===== src/hdl/prox_ctrl_defines.vh =====
// constants for the proximity sensor control register bank
// assumes a single 200 MHz clock; the i2c pins are already synchronous
//
// Contract
// identification byte fixed, writes ignored
// restart bit plus stop restores standby
// restart acts as power-on reset; the i2c register pointer ptr keeps its value here
// level mode holds pin while status set
// pulse mode pulses per measurement while set
// latched mode holds until status read
// follow mode re-evaluates after each measurement
// bit zero selects pin polarity
// led rate is 4 MHz over divider
// host programs divider 2 to 31 only
// divider resets to 16
// wait programmed lag after led edge
// lag 0/1 none, else (N-1)*125 ns
// lag resets to five
// host keeps lag within divider
// out-of-window measurement sets interrupt status
// block write acks, pointer advances
// upper bits ignored, read as zero
`ifndef PROX_CTRL_DEFINES_VH
`define PROX_CTRL_DEFINES_VH

// ----------------------------------------
// bus addressing
// ----------------------------------------
`define SLAVE_ADDR 7'h37
`define REG_IDENT 8'h00
`define REG_RESTART 8'h01
`define REG_IRQ_SETUP 8'h02
`define REG_RATE 8'h0D
`define REG_LAG 8'h0E
`define REG_IRQ_STATUS 8'h40

// ----------------------------------------
// fields and reset values
// ----------------------------------------
`define RESTART_BIT 0
`define IRQ_POL_BIT 0
`define IRQ_FOLLOW_BIT 1
`define IRQ_PULSE_BIT 2
`define IRQ_SETUP_RST 3'h2
`define RATE_RST 5'h10
`define LAG_RST 5'h05
`define RATE_MIN 5'h02

// ----------------------------------------
// timing
// ----------------------------------------
`define CLK_KHZ 200000
`define LED_BASE_KHZ 4000
`define LED_TICK_CYCLES (`CLK_KHZ / `LED_BASE_KHZ)
`define DELAY_STEP_NS 125
`define DELAY_STEP_CYCLES ((`DELAY_STEP_NS * `CLK_KHZ + 999999) / 1000000)
`define IRQ_PULSE_NS 1000
`define IRQ_PULSE_CYCLES ((`IRQ_PULSE_NS * `CLK_KHZ + 999999) / 1000000)

`endif


===== src/hdl/emitter_timing.v =====
// led pulse generator and sample strobe after each led edge
// assumes divider and lag come straight from the register bank
`timescale 1ns/1ps
`default_nettype none
`include "prox_ctrl_defines.vh"

module emitter_timing #(
    parameter integer TICK_CYCLES = `LED_TICK_CYCLES,
    parameter integer STEP_CYCLES = `DELAY_STEP_CYCLES
) (
    // clock and reset
    input wire ref_clk,
    input wire resetn,
    input wire restart,
    // settings
    input wire [4:0] divider,
    input wire [4:0] lag,
    // timing outputs
    output reg led_drive,
    output reg sample_strobe
);

localparam [7:0] TICK_LAST = TICK_CYCLES[7:0] - 8'h01;
localparam [9:0] STEP = STEP_CYCLES[9:0];

reg [7:0] tick_cnt;
reg [4:0] phase;
reg [9:0] dly;
reg pending;
reg [4:0] next_phase;
reg [4:0] n_eff;
reg [4:0] half;
wire tick;
wire edge_now;

assign tick = (tick_cnt == TICK_LAST);
// any real change of the led level counts, so the first rising edge
// after reset or restart also gets its sample strobe
assign edge_now = tick && ((next_phase < half) != led_drive);

always @* begin
    // out-of-range divider clamps rather than stalling the led
    n_eff = (divider < `RATE_MIN) ? `RATE_MIN : divider;
    half = n_eff >> 1;
    next_phase = (phase >= n_eff - 5'h01) ? 5'h00 : phase + 5'h01;
end

always @(posedge ref_clk or negedge resetn) begin
    if (!resetn) begin
        tick_cnt <= 8'h00;
        phase <= 5'h00;
        led_drive <= 1'b0;
        dly <= 10'h000;
        pending <= 1'b0;
        sample_strobe <= 1'b0;
    end else if (restart) begin
        tick_cnt <= 8'h00;
        phase <= 5'h00;
        led_drive <= 1'b0;
        dly <= 10'h000;
        pending <= 1'b0;
        sample_strobe <= 1'b0;
    end else begin
        tick_cnt <= tick ? 8'h00 : tick_cnt + 8'h01;
        sample_strobe <= 1'b0;
        if (tick) begin
            phase <= next_phase;
            led_drive <= (next_phase < half);
        end
        if (edge_now) begin
            pending <= 1'b1;
            if (lag <= 5'h01) begin
                dly <= 10'h000;
            end else begin
                dly <= {5'h00, lag - 5'h01} * STEP;
            end
        end else if (pending) begin
            if (dly == 10'h000) begin
                sample_strobe <= 1'b1;
                pending <= 1'b0;
            end else begin
                dly <= dly - 10'h001;
            end
        end
    end
end

endmodule
`default_nettype wire


===== src/hdl/prox_sensor_ctrl_regs.v =====
// control register bank of the proximity sensor behind an i2c slave
// assumes scl and sda are already synchronous to ref_clk and that the
// measurement core gives one done pulse with its window verdict
`timescale 1ns/1ps
`default_nettype none
`include "prox_ctrl_defines.vh"

module prox_sensor_ctrl_regs #(
    // arbitrary values, not a real part code or revision
    parameter [3:0] PART_CODE = 4'hA,
    parameter [3:0] REVISION = 4'h1,
    parameter integer PULSE_CYCLES = `IRQ_PULSE_CYCLES
) (
    // clock and reset
    input wire ref_clk,
    input wire resetn,
    // i2c pins
    input wire scl_in,
    input wire sda_in,
    output wire sda_out,
    output reg sda_oe_n,
    // measurement core
    input wire meas_done,
    input wire out_of_window,
    // to the rest of the unit
    output reg irq_pin,
    output reg irq_status,
    output reg unit_restart,
    output wire led_drive,
    output wire sample_strobe
);

// ----------------------------------------
// states
// ----------------------------------------
localparam [3:0] ST_IDLE = 4'h0;
localparam [3:0] ST_DEV = 4'h1;
localparam [3:0] ST_DEV_ACK = 4'h2;
localparam [3:0] ST_PTR = 4'h3;
localparam [3:0] ST_PTR_ACK = 4'h4;
localparam [3:0] ST_WR = 4'h5;
localparam [3:0] ST_WR_ACK = 4'h6;
localparam [3:0] ST_RD = 4'h7;
localparam [3:0] ST_RD_ACK = 4'h8;
localparam [7:0] PULSE_LAST = PULSE_CYCLES[7:0];

reg scl_q;
reg sda_q;
reg [3:0] state;
reg [3:0] bit_cnt;
reg [7:0] rx;
reg [7:0] tx;
reg [7:0] ptr;
reg rw;
reg wr_stb;
reg [7:0] wr_addr;
reg [7:0] wr_data;
reg status_read;
reg restart_armed;
reg [2:0] irq_setup;
reg [4:0] rate_div;
reg [4:0] lag;
reg [7:0] pulse_cnt;
reg meas_seen;
reg [7:0] rd_data;
reg active;

wire scl_rise = scl_in & ~scl_q;
wire scl_fall = ~scl_in & scl_q;
wire start_seen = scl_in & scl_q & sda_q & ~sda_in;
wire stop_seen = scl_in & scl_q & ~sda_q & sda_in;
wire soft_reset = stop_seen & restart_armed;

// open drain: only ever pulls low
assign sda_out = 1'b0;

// ----------------------------------------
// read mux
// ----------------------------------------
always @* begin
    case (ptr)
        `REG_IDENT: rd_data = {PART_CODE, REVISION};
        `REG_RESTART: rd_data = {7'h00, restart_armed};
        `REG_IRQ_SETUP: rd_data = {5'h00, irq_setup};
        `REG_RATE: rd_data = {3'h0, rate_div};
        `REG_LAG: rd_data = {3'h0, lag};
        `REG_IRQ_STATUS: rd_data = {7'h00, irq_status};
        default: rd_data = 8'h00;
    endcase
end

// ----------------------------------------
// i2c slave
// ----------------------------------------
always @(posedge ref_clk or negedge resetn) begin
    if (!resetn) begin
        scl_q <= 1'b1;
        sda_q <= 1'b1;
        state <= ST_IDLE;
        bit_cnt <= 4'h0;
        rx <= 8'h00;
        tx <= 8'h00;
        ptr <= 8'h00;
        rw <= 1'b0;
        sda_oe_n <= 1'b1;
        wr_stb <= 1'b0;
        wr_addr <= 8'h00;
        wr_data <= 8'h00;
        status_read <= 1'b0;
    end else begin
        scl_q <= scl_in;
        sda_q <= sda_in;
        wr_stb <= 1'b0;
        status_read <= 1'b0;
        if (start_seen) begin
            state <= ST_DEV;
            bit_cnt <= 4'h0;
            sda_oe_n <= 1'b1;
        end else if (stop_seen) begin
            state <= ST_IDLE;
            sda_oe_n <= 1'b1;
        end else begin
            case (state)
                ST_IDLE: begin
                    sda_oe_n <= 1'b1;
                end
                ST_DEV, ST_PTR, ST_WR: begin
                    if (scl_rise) begin
                        rx <= {rx[6:0], sda_in};
                        bit_cnt <= bit_cnt + 4'h1;
                    end else if (scl_fall && bit_cnt == 4'h8) begin
                        bit_cnt <= 4'h0;
                        sda_oe_n <= 1'b0;
                        if (state == ST_DEV) begin
                            rw <= rx[0];
                            if (rx[7:1] == `SLAVE_ADDR) begin
                                state <= ST_DEV_ACK;
                            end else begin
                                sda_oe_n <= 1'b1;
                                state <= ST_IDLE;
                            end
                        end else if (state == ST_PTR) begin
                            ptr <= rx;
                            state <= ST_PTR_ACK;
                        end else begin
                            wr_stb <= 1'b1;
                            wr_addr <= ptr;
                            wr_data <= rx;
                            ptr <= ptr + 8'h01;
                            state <= ST_WR_ACK;
                        end
                    end
                end
                ST_DEV_ACK: begin
                    if (scl_fall) begin
                        if (rw) begin
                            tx <= rd_data;
                            sda_oe_n <= rd_data[7];
                            status_read <= (ptr == `REG_IRQ_STATUS);
                            state <= ST_RD;
                        end else begin
                            sda_oe_n <= 1'b1;
                            state <= ST_PTR;
                        end
                    end
                end
                ST_PTR_ACK, ST_WR_ACK: begin
                    if (scl_fall) begin
                        sda_oe_n <= 1'b1;
                        state <= ST_WR;
                    end
                end
                ST_RD: begin
                    if (scl_rise) begin
                        bit_cnt <= bit_cnt + 4'h1;
                    end else if (scl_fall) begin
                        if (bit_cnt == 4'h8) begin
                            bit_cnt <= 4'h0;
                            sda_oe_n <= 1'b1;
                            ptr <= ptr + 8'h01;
                            state <= ST_RD_ACK;
                        end else begin
                            tx <= {tx[6:0], 1'b0};
                            sda_oe_n <= tx[6];
                        end
                    end
                end
                ST_RD_ACK: begin
                    if (scl_rise) begin
                        rx <= {rx[6:0], sda_in};
                    end else if (scl_fall) begin
                        if (rx[0]) begin
                            // master said no more: wait for stop
                            state <= ST_IDLE;
                        end else begin
                            tx <= rd_data;
                            sda_oe_n <= rd_data[7];
                            status_read <= (ptr == `REG_IRQ_STATUS);
                            state <= ST_RD;
                        end
                    end
                end
                default: begin
                    state <= ST_IDLE;
                    sda_oe_n <= 1'b1;
                end
            endcase
        end
    end
end

// ----------------------------------------
// register bank
// ----------------------------------------
always @(posedge ref_clk or negedge resetn) begin
    if (!resetn) begin
        restart_armed <= 1'b0;
        irq_setup <= `IRQ_SETUP_RST;
        rate_div <= `RATE_RST;
        lag <= `LAG_RST;
        unit_restart <= 1'b0;
    end else if (soft_reset) begin
        restart_armed <= 1'b0;
        irq_setup <= `IRQ_SETUP_RST;
        rate_div <= `RATE_RST;
        lag <= `LAG_RST;
        unit_restart <= 1'b1;
    end else begin
        unit_restart <= 1'b0;
        if (wr_stb) begin
            // identification has no write path
            case (wr_addr)
                `REG_RESTART: restart_armed <= wr_data[`RESTART_BIT];
                `REG_IRQ_SETUP: irq_setup <= wr_data[2:0];
                `REG_RATE: rate_div <= wr_data[4:0];
                `REG_LAG: lag <= wr_data[4:0];
                default: restart_armed <= restart_armed;
            endcase
        end
    end
end

// ----------------------------------------
// interrupt status and pin
// ----------------------------------------
always @(posedge ref_clk or negedge resetn) begin
    if (!resetn) begin
        irq_status <= 1'b0;
        irq_pin <= 1'b1;
        pulse_cnt <= 8'h00;
        meas_seen <= 1'b0;
        active <= 1'b0;
    end else if (soft_reset) begin
        irq_status <= 1'b0;
        irq_pin <= 1'b1;
        pulse_cnt <= 8'h00;
        meas_seen <= 1'b0;
        active <= 1'b0;
    end else begin
        meas_seen <= meas_done;
        if (meas_done) begin
            if (irq_setup[`IRQ_FOLLOW_BIT]) begin
                irq_status <= out_of_window;
            end else if (out_of_window) begin
                irq_status <= 1'b1;
            end else if (status_read) begin
                irq_status <= 1'b0;
            end
        end else if (status_read && !irq_setup[`IRQ_FOLLOW_BIT]) begin
            irq_status <= 1'b0;
        end
        // pulse starts once the updated status is visible
        if (meas_seen && irq_status) begin
            pulse_cnt <= PULSE_LAST;
        end else if (pulse_cnt != 8'h00) begin
            pulse_cnt <= pulse_cnt - 8'h01;
        end
        if (irq_setup[`IRQ_PULSE_BIT]) begin
            active <= (pulse_cnt != 8'h00);
        end else begin
            active <= irq_status;
        end
        irq_pin <= irq_setup[`IRQ_POL_BIT] ? active : ~active;
    end
end

// ----------------------------------------
// led timing
// ----------------------------------------
emitter_timing #(
    .TICK_CYCLES(`LED_TICK_CYCLES),
    .STEP_CYCLES(`DELAY_STEP_CYCLES)
) u_timing (
    .ref_clk(ref_clk),
    .resetn(resetn),
    .restart(unit_restart),
    .divider(rate_div),
    .lag(lag),
    .led_drive(led_drive),
    .sample_strobe(sample_strobe)
);

endmodule
`default_nettype wire


===== config.mk =====
export PLATFORM = sky130hd
export DESIGN_NAME = prox_sensor_ctrl_regs
export DESIGN_NICKNAME = d
export VERILOG_FILES = /design/src/hdl/emitter_timing.v /design/src/hdl/prox_sensor_ctrl_regs.v
export VERILOG_INCLUDE_DIRS = /design/src /design/src/hdl
export SDC_FILE = /design/constraint.sdc
export NUM_CORES = 1
export LEC_CHECK = 0
export BUFFER_PORTS_ARGS = -buffer_cell sky130_fd_sc_hd__buf_2
export CORE_ASPECT_RATIO = 0.75
export CORE_UTILIZATION = 66
export DETAILED_ROUTE_END_ITERATION = 10
export HOLD_SLACK_MARGIN = 0.06
export PLACE_DENSITY = 0.8
export REMOVE_ABC_BUFFERS = 1
export SLEW_MARGIN = 20
export SYNTH_ARGS = -nofsm -noshare
export SYNTH_HDL_FRONTEND = slang
export SYNTH_HIERARCHICAL = 1
export SYNTH_SLANG_ARGS = --single-unit

===== constraint.sdc =====
create_clock -name ref_clk -period 7.5 [get_ports ref_clk]
set_input_delay 0.375 -clock ref_clk [delete_from_list [all_inputs] [get_ports ref_clk]]
set_output_delay 0.375 -clock ref_clk [all_outputs]
set_load 0.005 [all_outputs]

-- Word level (Yosys, flattened, before mapping)
Cells that the tools add are included.
- add/sub/neg operators: 8
- $mul: 1
- magnitude comparators: 4
- equal/unequal tests: 50
- mux-type cells: 122
- bitwise gates (word level): 18
- reductions and logical operators: 38
- operators by type and width (cell ; count):
    $mux 8 ; 12
    $mux 4 ; 19
    $mux 7 ; 8
    $mux 1 ; 54
    $ne 4x4->1 const B ; 13
    $mux 10 ; 5
    $mux 5 ; 10
    $pmux 8 s6 ; 1
    $eq 8x4->1 const B ; 4
    $ne 2x2->1 const B ; 13
    $pmux 4 s6 ; 1
    $pmux 7 s3 ; 1
    $reduce_and 9->1 ; 2
    $add 8x1->8 const B ; 2
    $eq 4x3->1 const B ; 4
    $eq 8x1->1 const B ; 2
    $eq 8x2->1 const B ; 2
    $pmux 8 s2 ; 1
    $mux 3 ; 5
    $reduce_bool 3->1 ; 5
    $reduce_bool 2->1 ; 7
    $reduce_and 2->1 ; 6
    $reduce_and 11->1 ; 1
    $logic_not 10->1 ; 1
    39 further kinds ; 62
- register bits after elaboration: 103
- input bits: 6
- logic and storage cells: 270

-- Logic depth before layout (Yosys ltp)
- word-level depth: 10
- mapped depth: 18
- gate-level depth less buffers: 17

-- By module
Netlist, hierarchy kept.
- modules (own cells, without submodules) (module ; times used ; cells an instance ; area each (µm²) ; seq. area each (µm²)):
    prox_sensor_ctrl_regs ; 1 ; 415 ; 4267.8 ; 1936.9
    emitter_timing ; 1 ; 240 ; 2189.6 ; 650.6

-- Worst setup path after synthesis
Ideal clock, no wire load.
- path type: register to register
- start: register rate_div[3]
- end: register u_timing.dly[5]
- arrival time: 3.877 ns
- required time: 7.375 ns
- path slack: 3.498 ns
- cell stages (with the launch flop): 18
- buffers on the path: 1
- cell sequence: dfrtp_1 o41ai_1 ha_1 nand3_1 xnor2_1 ha_1 nand4_1 o22ai_2 or2_1 nor2_1 ha_1 a21o_1 a21oi_1 o31ai_1 or3_1 a21oi_2 buf_6 mux2_4
- word-level cells in the longest chain between the ends: 10
- ends and longest elaborated chain (element ; line ; source):
    start, declared ; prox_sensor_ctrl_regs.v:61 ; reg [4:0] rate_div;
    start signal, assigned ; prox_sensor_ctrl_regs.v:219 ; rate_div <= `RATE_RST;
    start signal, assigned ; prox_sensor_ctrl_regs.v:225 ; rate_div <= `RATE_RST;
    start signal, assigned ; prox_sensor_ctrl_regs.v:235 ; `REG_RATE: rate_div <= wr_data[4:0];
    $lt 5x2->1 (no source line) ; - ;
    $mux 5 * ; emitter_timing.v:43 ; n_eff = (divider < `RATE_MIN) ? `RATE_MIN : divider;
    $sub 5x1->5 ; emitter_timing.v:45 ; next_phase = (phase >= n_eff - 5'h01) ? 5'h00 : phase + 5'h01;
    $ge 5x5->1 ; emitter_timing.v:45 ;
    $mux 5 ; emitter_timing.v:45 ;
    $lt 5x4->1 * ; emitter_timing.v:39 ; assign edge_now = tick && ((next_phase < half) != led_drive);
    $ne 1x1->1 * ; emitter_timing.v:39 ;
    $logic_and 1x1->1 * ; emitter_timing.v:39 ;
    $ne 3x2->1 (no source line), or another cell as far along ; - ;
    $reduce_and 2->1 (no source line) / $mux 10 (equally long branches) ; - ;
    end signal, assigned ; emitter_timing.v:75 ; dly <= {5'h00, lag - 5'h01} * STEP;
    end signal, assigned ; emitter_timing.v:82 ; dly <= dly - 10'h001;
    end, declared ; emitter_timing.v:28 ; reg [9:0] dly;
Mark *: on every way between the ends. The rest lies on a longest branch, timed or not.
A chain may end at the register's enable or synchronous reset.

-- Final worst setup path
- start: register rate_div[2]
- end: register u_timing.dly[1]
Same word-level chain as after synthesis.

==> impl_metrics.env <==
export IMPL_cp_startpoint="rate_div[2]"
export IMPL_async_reset_ff_share_pct=100
export IMPL_hold_violations=0
export IMPL_die_h_um=87.7
export IMPL_final_util_pct=74.0
export IMPL_grt_pass1_vias=4566
export IMPL_synth_distinct_cells=80
export IMPL_drc_errors=0
export IMPL_synth_area_leaders="dfrtp_1, ha_1, mux2_2"
export IMPL_status="finished, final reports clean"
export IMPL_clock_sinks=103
export IMPL_cts_htree_levels=3
export IMPL_cp_start_kind="flip-flop"
export IMPL_endpoint_kind="flip-flop"
export IMPL_die_w_um=116
export IMPL_coreArea_sq_mm=0.00927
export IMPL_synth_edf_count=0
export IMPL_clk_latency_ns=0.35
export IMPL_avgSynthCellArea_sq_um=9.86
export IMPL_crit_type="flip-flop to flip-flop"
export IMPL_timing_rr_start="rate_div[2]"
export IMPL_min_path_type="input port to flip-flop"
export IMPL_antenna_found_initial=0
export IMPL_gp_congestion=0.877
export IMPL_ir_worst_vdd_uv=230
export IMPL_crit_family="compound AO/OA/AOI/OAI gates"
export IMPL_power_density_mw_per_mm2=243
export IMPL_start_util_pct=69.6
export IMPL_grtUsageTotal_pct=29.0
export IMPL_io_buffer_count=11
export IMPL_worst_pin_slew_ns=0.917
export IMPL_crit_path_max_incr_delay_ns=0.67
export IMPL_max_freq_mhz=208
export IMPL_crit_top_cell="ha_1"
export IMPL_rows=30
export IMPL_synthCells=655
export IMPL_slowest_stage="a21oi_2"
export IMPL_ys_ff_latch=103
export IMPL_drv_slew=0
export IMPL_min_period_ns=4.82
export IMPL_grt_max_degree=76
export IMPL_hold_path_startpoint="scl_in"
export IMPL_setup_violations=0
export IMPL_finalCritPeriodShare_pct=64.2
export IMPL_ant_nets=0
export IMPL_setup_tns_ns=0
export IMPL_path_cells="o41ai_1 > ha_1 > nand3_1 > xnor2_1 > ha_1 > nand4_1 > o22ai_2 > or2_1 > nor2_1 > ha_1 > a21o_1 > a21oi_1 > o31ai_1 > or3_1 > a21oi_2 > mux2_2"
export IMPL_skew_ns=0.0117
export IMPL_cts_path_max_buffers=2
export IMPL_wirelength_um=13600
export IMPL_rsz0062_at_grt="no"
export IMPL_die_area_sq_mm=0.0102
export IMPL_final_cells=788
export IMPL_yosysSeqAreaShare_pct=40.1
export IMPL_path_clk_slew_ns=0.08
export IMPL_post_cts_resized=0
export IMPL_p_leak_uw=0.00313
export IMPL_grt_overflow=0
export IMPL_grt_pass1_wl_um=22600
export IMPL_cp_required_ns=7.73
export IMPL_whs_ns=0.165
export IMPL_cts_tree="yes"
export IMPL_synth_flop_cell="dfrtp_1"
export IMPL_worstPathMaxFanout=12
export IMPL_yosysTopAreaCell="dfrtp_1"
export IMPL_vias=4894
export IMPL_diodes=0
export IMPL_dpl_hpwl_um=9690
export IMPL_first_pass_iters=5
export IMPL_root_buffer="clkbuf_16"
export IMPL_slew_headroom_pct=38.9
export IMPL_nets=704
export IMPL_initialDrtViolationCount=440
export IMPL_areaGrowthSynthToFinish_pct=6.28
export IMPL_yosysWarnings=6
export IMPL_io_pins=13
export IMPL_netlist_area_sq_mm=0.00646
export IMPL_drive_above_1_share_pct=15.9
export IMPL_numPlacedInstances=771
export IMPL_crit_arrival_ns=5.05
export IMPL_cts_buffers_inserted=9
export IMPL_path_buf_inv=0
export IMPL_viasPerCell=6.21
export IMPL_synth_top_area_share_pct=36.8
export IMPL_cap_violations=0
export IMPL_fin_total_pwr_uw=1670
export IMPL_wire_per_inst_um=17.3
[per-layer routing]
metal  part of all wire [%]  vias to the layer above  global-route usage (%)  routed length [um]
li1                       -                     2318                       -                   -
met4                   0.84                        0                    7.46                 114
met3                    5.6                       13                    5.74                 765
met1                     48                     2387                    42.3                6500
met5                      0                        -                       0                   0
met2                     46                      176                    44.5                6260
[kinds of logic (layout without fill, tap and decap cells)]
group,after synthesis,after routing,synth area share (%)
fa+ha+maj,43,43,8.45
buf+inv,56,61,3.89
compound gates,117,117,12.8
other cells,1,1,0.0581
simple gates,240,240,19.4
flops,103,103,40.1
mux,63,63,11.0
xor+xnor,32,32,4.34
[layout by cell type, fill, tap and decap left out, types with 9 or more instances in the layout]
master      n
a21oi_1    33
buf_2      10
clkbuf_16   9
dfrtp_1    95
ha_1       42
inv_1      32
mux2_2     31
mux2i_1    24
nand2_1    55
nand3_1    23
nor2_1     71
nor3_1     14
o21ai_0    23
xnor2_1    13
xor2_1     19
[report_power, final]
group / switching (uW) / internal [uW] / total [uW]
Clock: 227 / 243 / 470
Combinational: 236 / 214 / 450
Sequential: 107 / 643 / 749
Total: 569 / 1100 / 1670
[cell usage after synthesis, drive strengths merged (3+ instances only)]
master   count
a32oi        4
o22ai        4
dfrtp       95
nor3b        4
a22oi        4
xor2        19
dfstp        8
nor2b        9
clkbuf       6
o31ai        5
ha          42
nand4b       3
buf         18
nand2b       8
nor3        18
xnor2       13
nor4         7
nand3b       4
nand4        5
a21o         6
a2bb2oi      4
and3         4
inv         32
and2         4
nand2       57
mux2        39
a22o         6
o21ai       26
mux2i       24
nor4b        4
or3          9
nor2        72
nand3       24
a21oi       35
[path summary, 6_finish.rpt]
path / end / slack, ns / cells past startpoint
max: u_timing/dly[1] / 2.68 / 16
max in group asynchronous: ptr[2] / 5.76 / 3
min: scl_q / 0.16 / 1
max reg2reg: u_timing/dly[1] / 2.68 / 16
min in group asynchronous: state[0] / 0.49 / 2
min reg2reg: wr_addr[0] / 0.51 / 2
[cell type report]
cell class	count	area, sq um
clock buffer	10	239
inverter	32	120
fill	697	2410
multi-input combinational	496	3620
tap	128	160
sequential	103	2590
timing repair buffer	13	75.1
clock inverter	6	62.6
[metrics by stage]
| step | area (sq um) | worst slack (ns) |
|---|---|---|
| finish | 6860 | 2.68 |
| floorplan | 6330 | 3.26 |
| CTS | 6860 | 2.72 |
| detailed placement | 6550 | 2.75 |
| global route | 6860 | 2.31 |
| global placement | 6550 | 3.00 |
[flip-flops by register name (all words and copies together), names as in the netlist, 3 cells and up]
name / cells
pulse_cnt: 8
u_timing/tick_cnt: 8
rx: 8
ptr: 8
bit_cnt: 4
wr_data: 5
irq_setup: 3
lag: 5
tx: 7
rate_div: 5
state: 4
wr_addr: 8
u_timing/phase: 5
u_timing/dly: 10
[timing repair]
item,4_1_cts,5_1_grt
hold buffers,1,0
hold endpoints to repair,25,0
setup buffers,0,0
No activity file was read; power rests on OpenSTA's default activity.
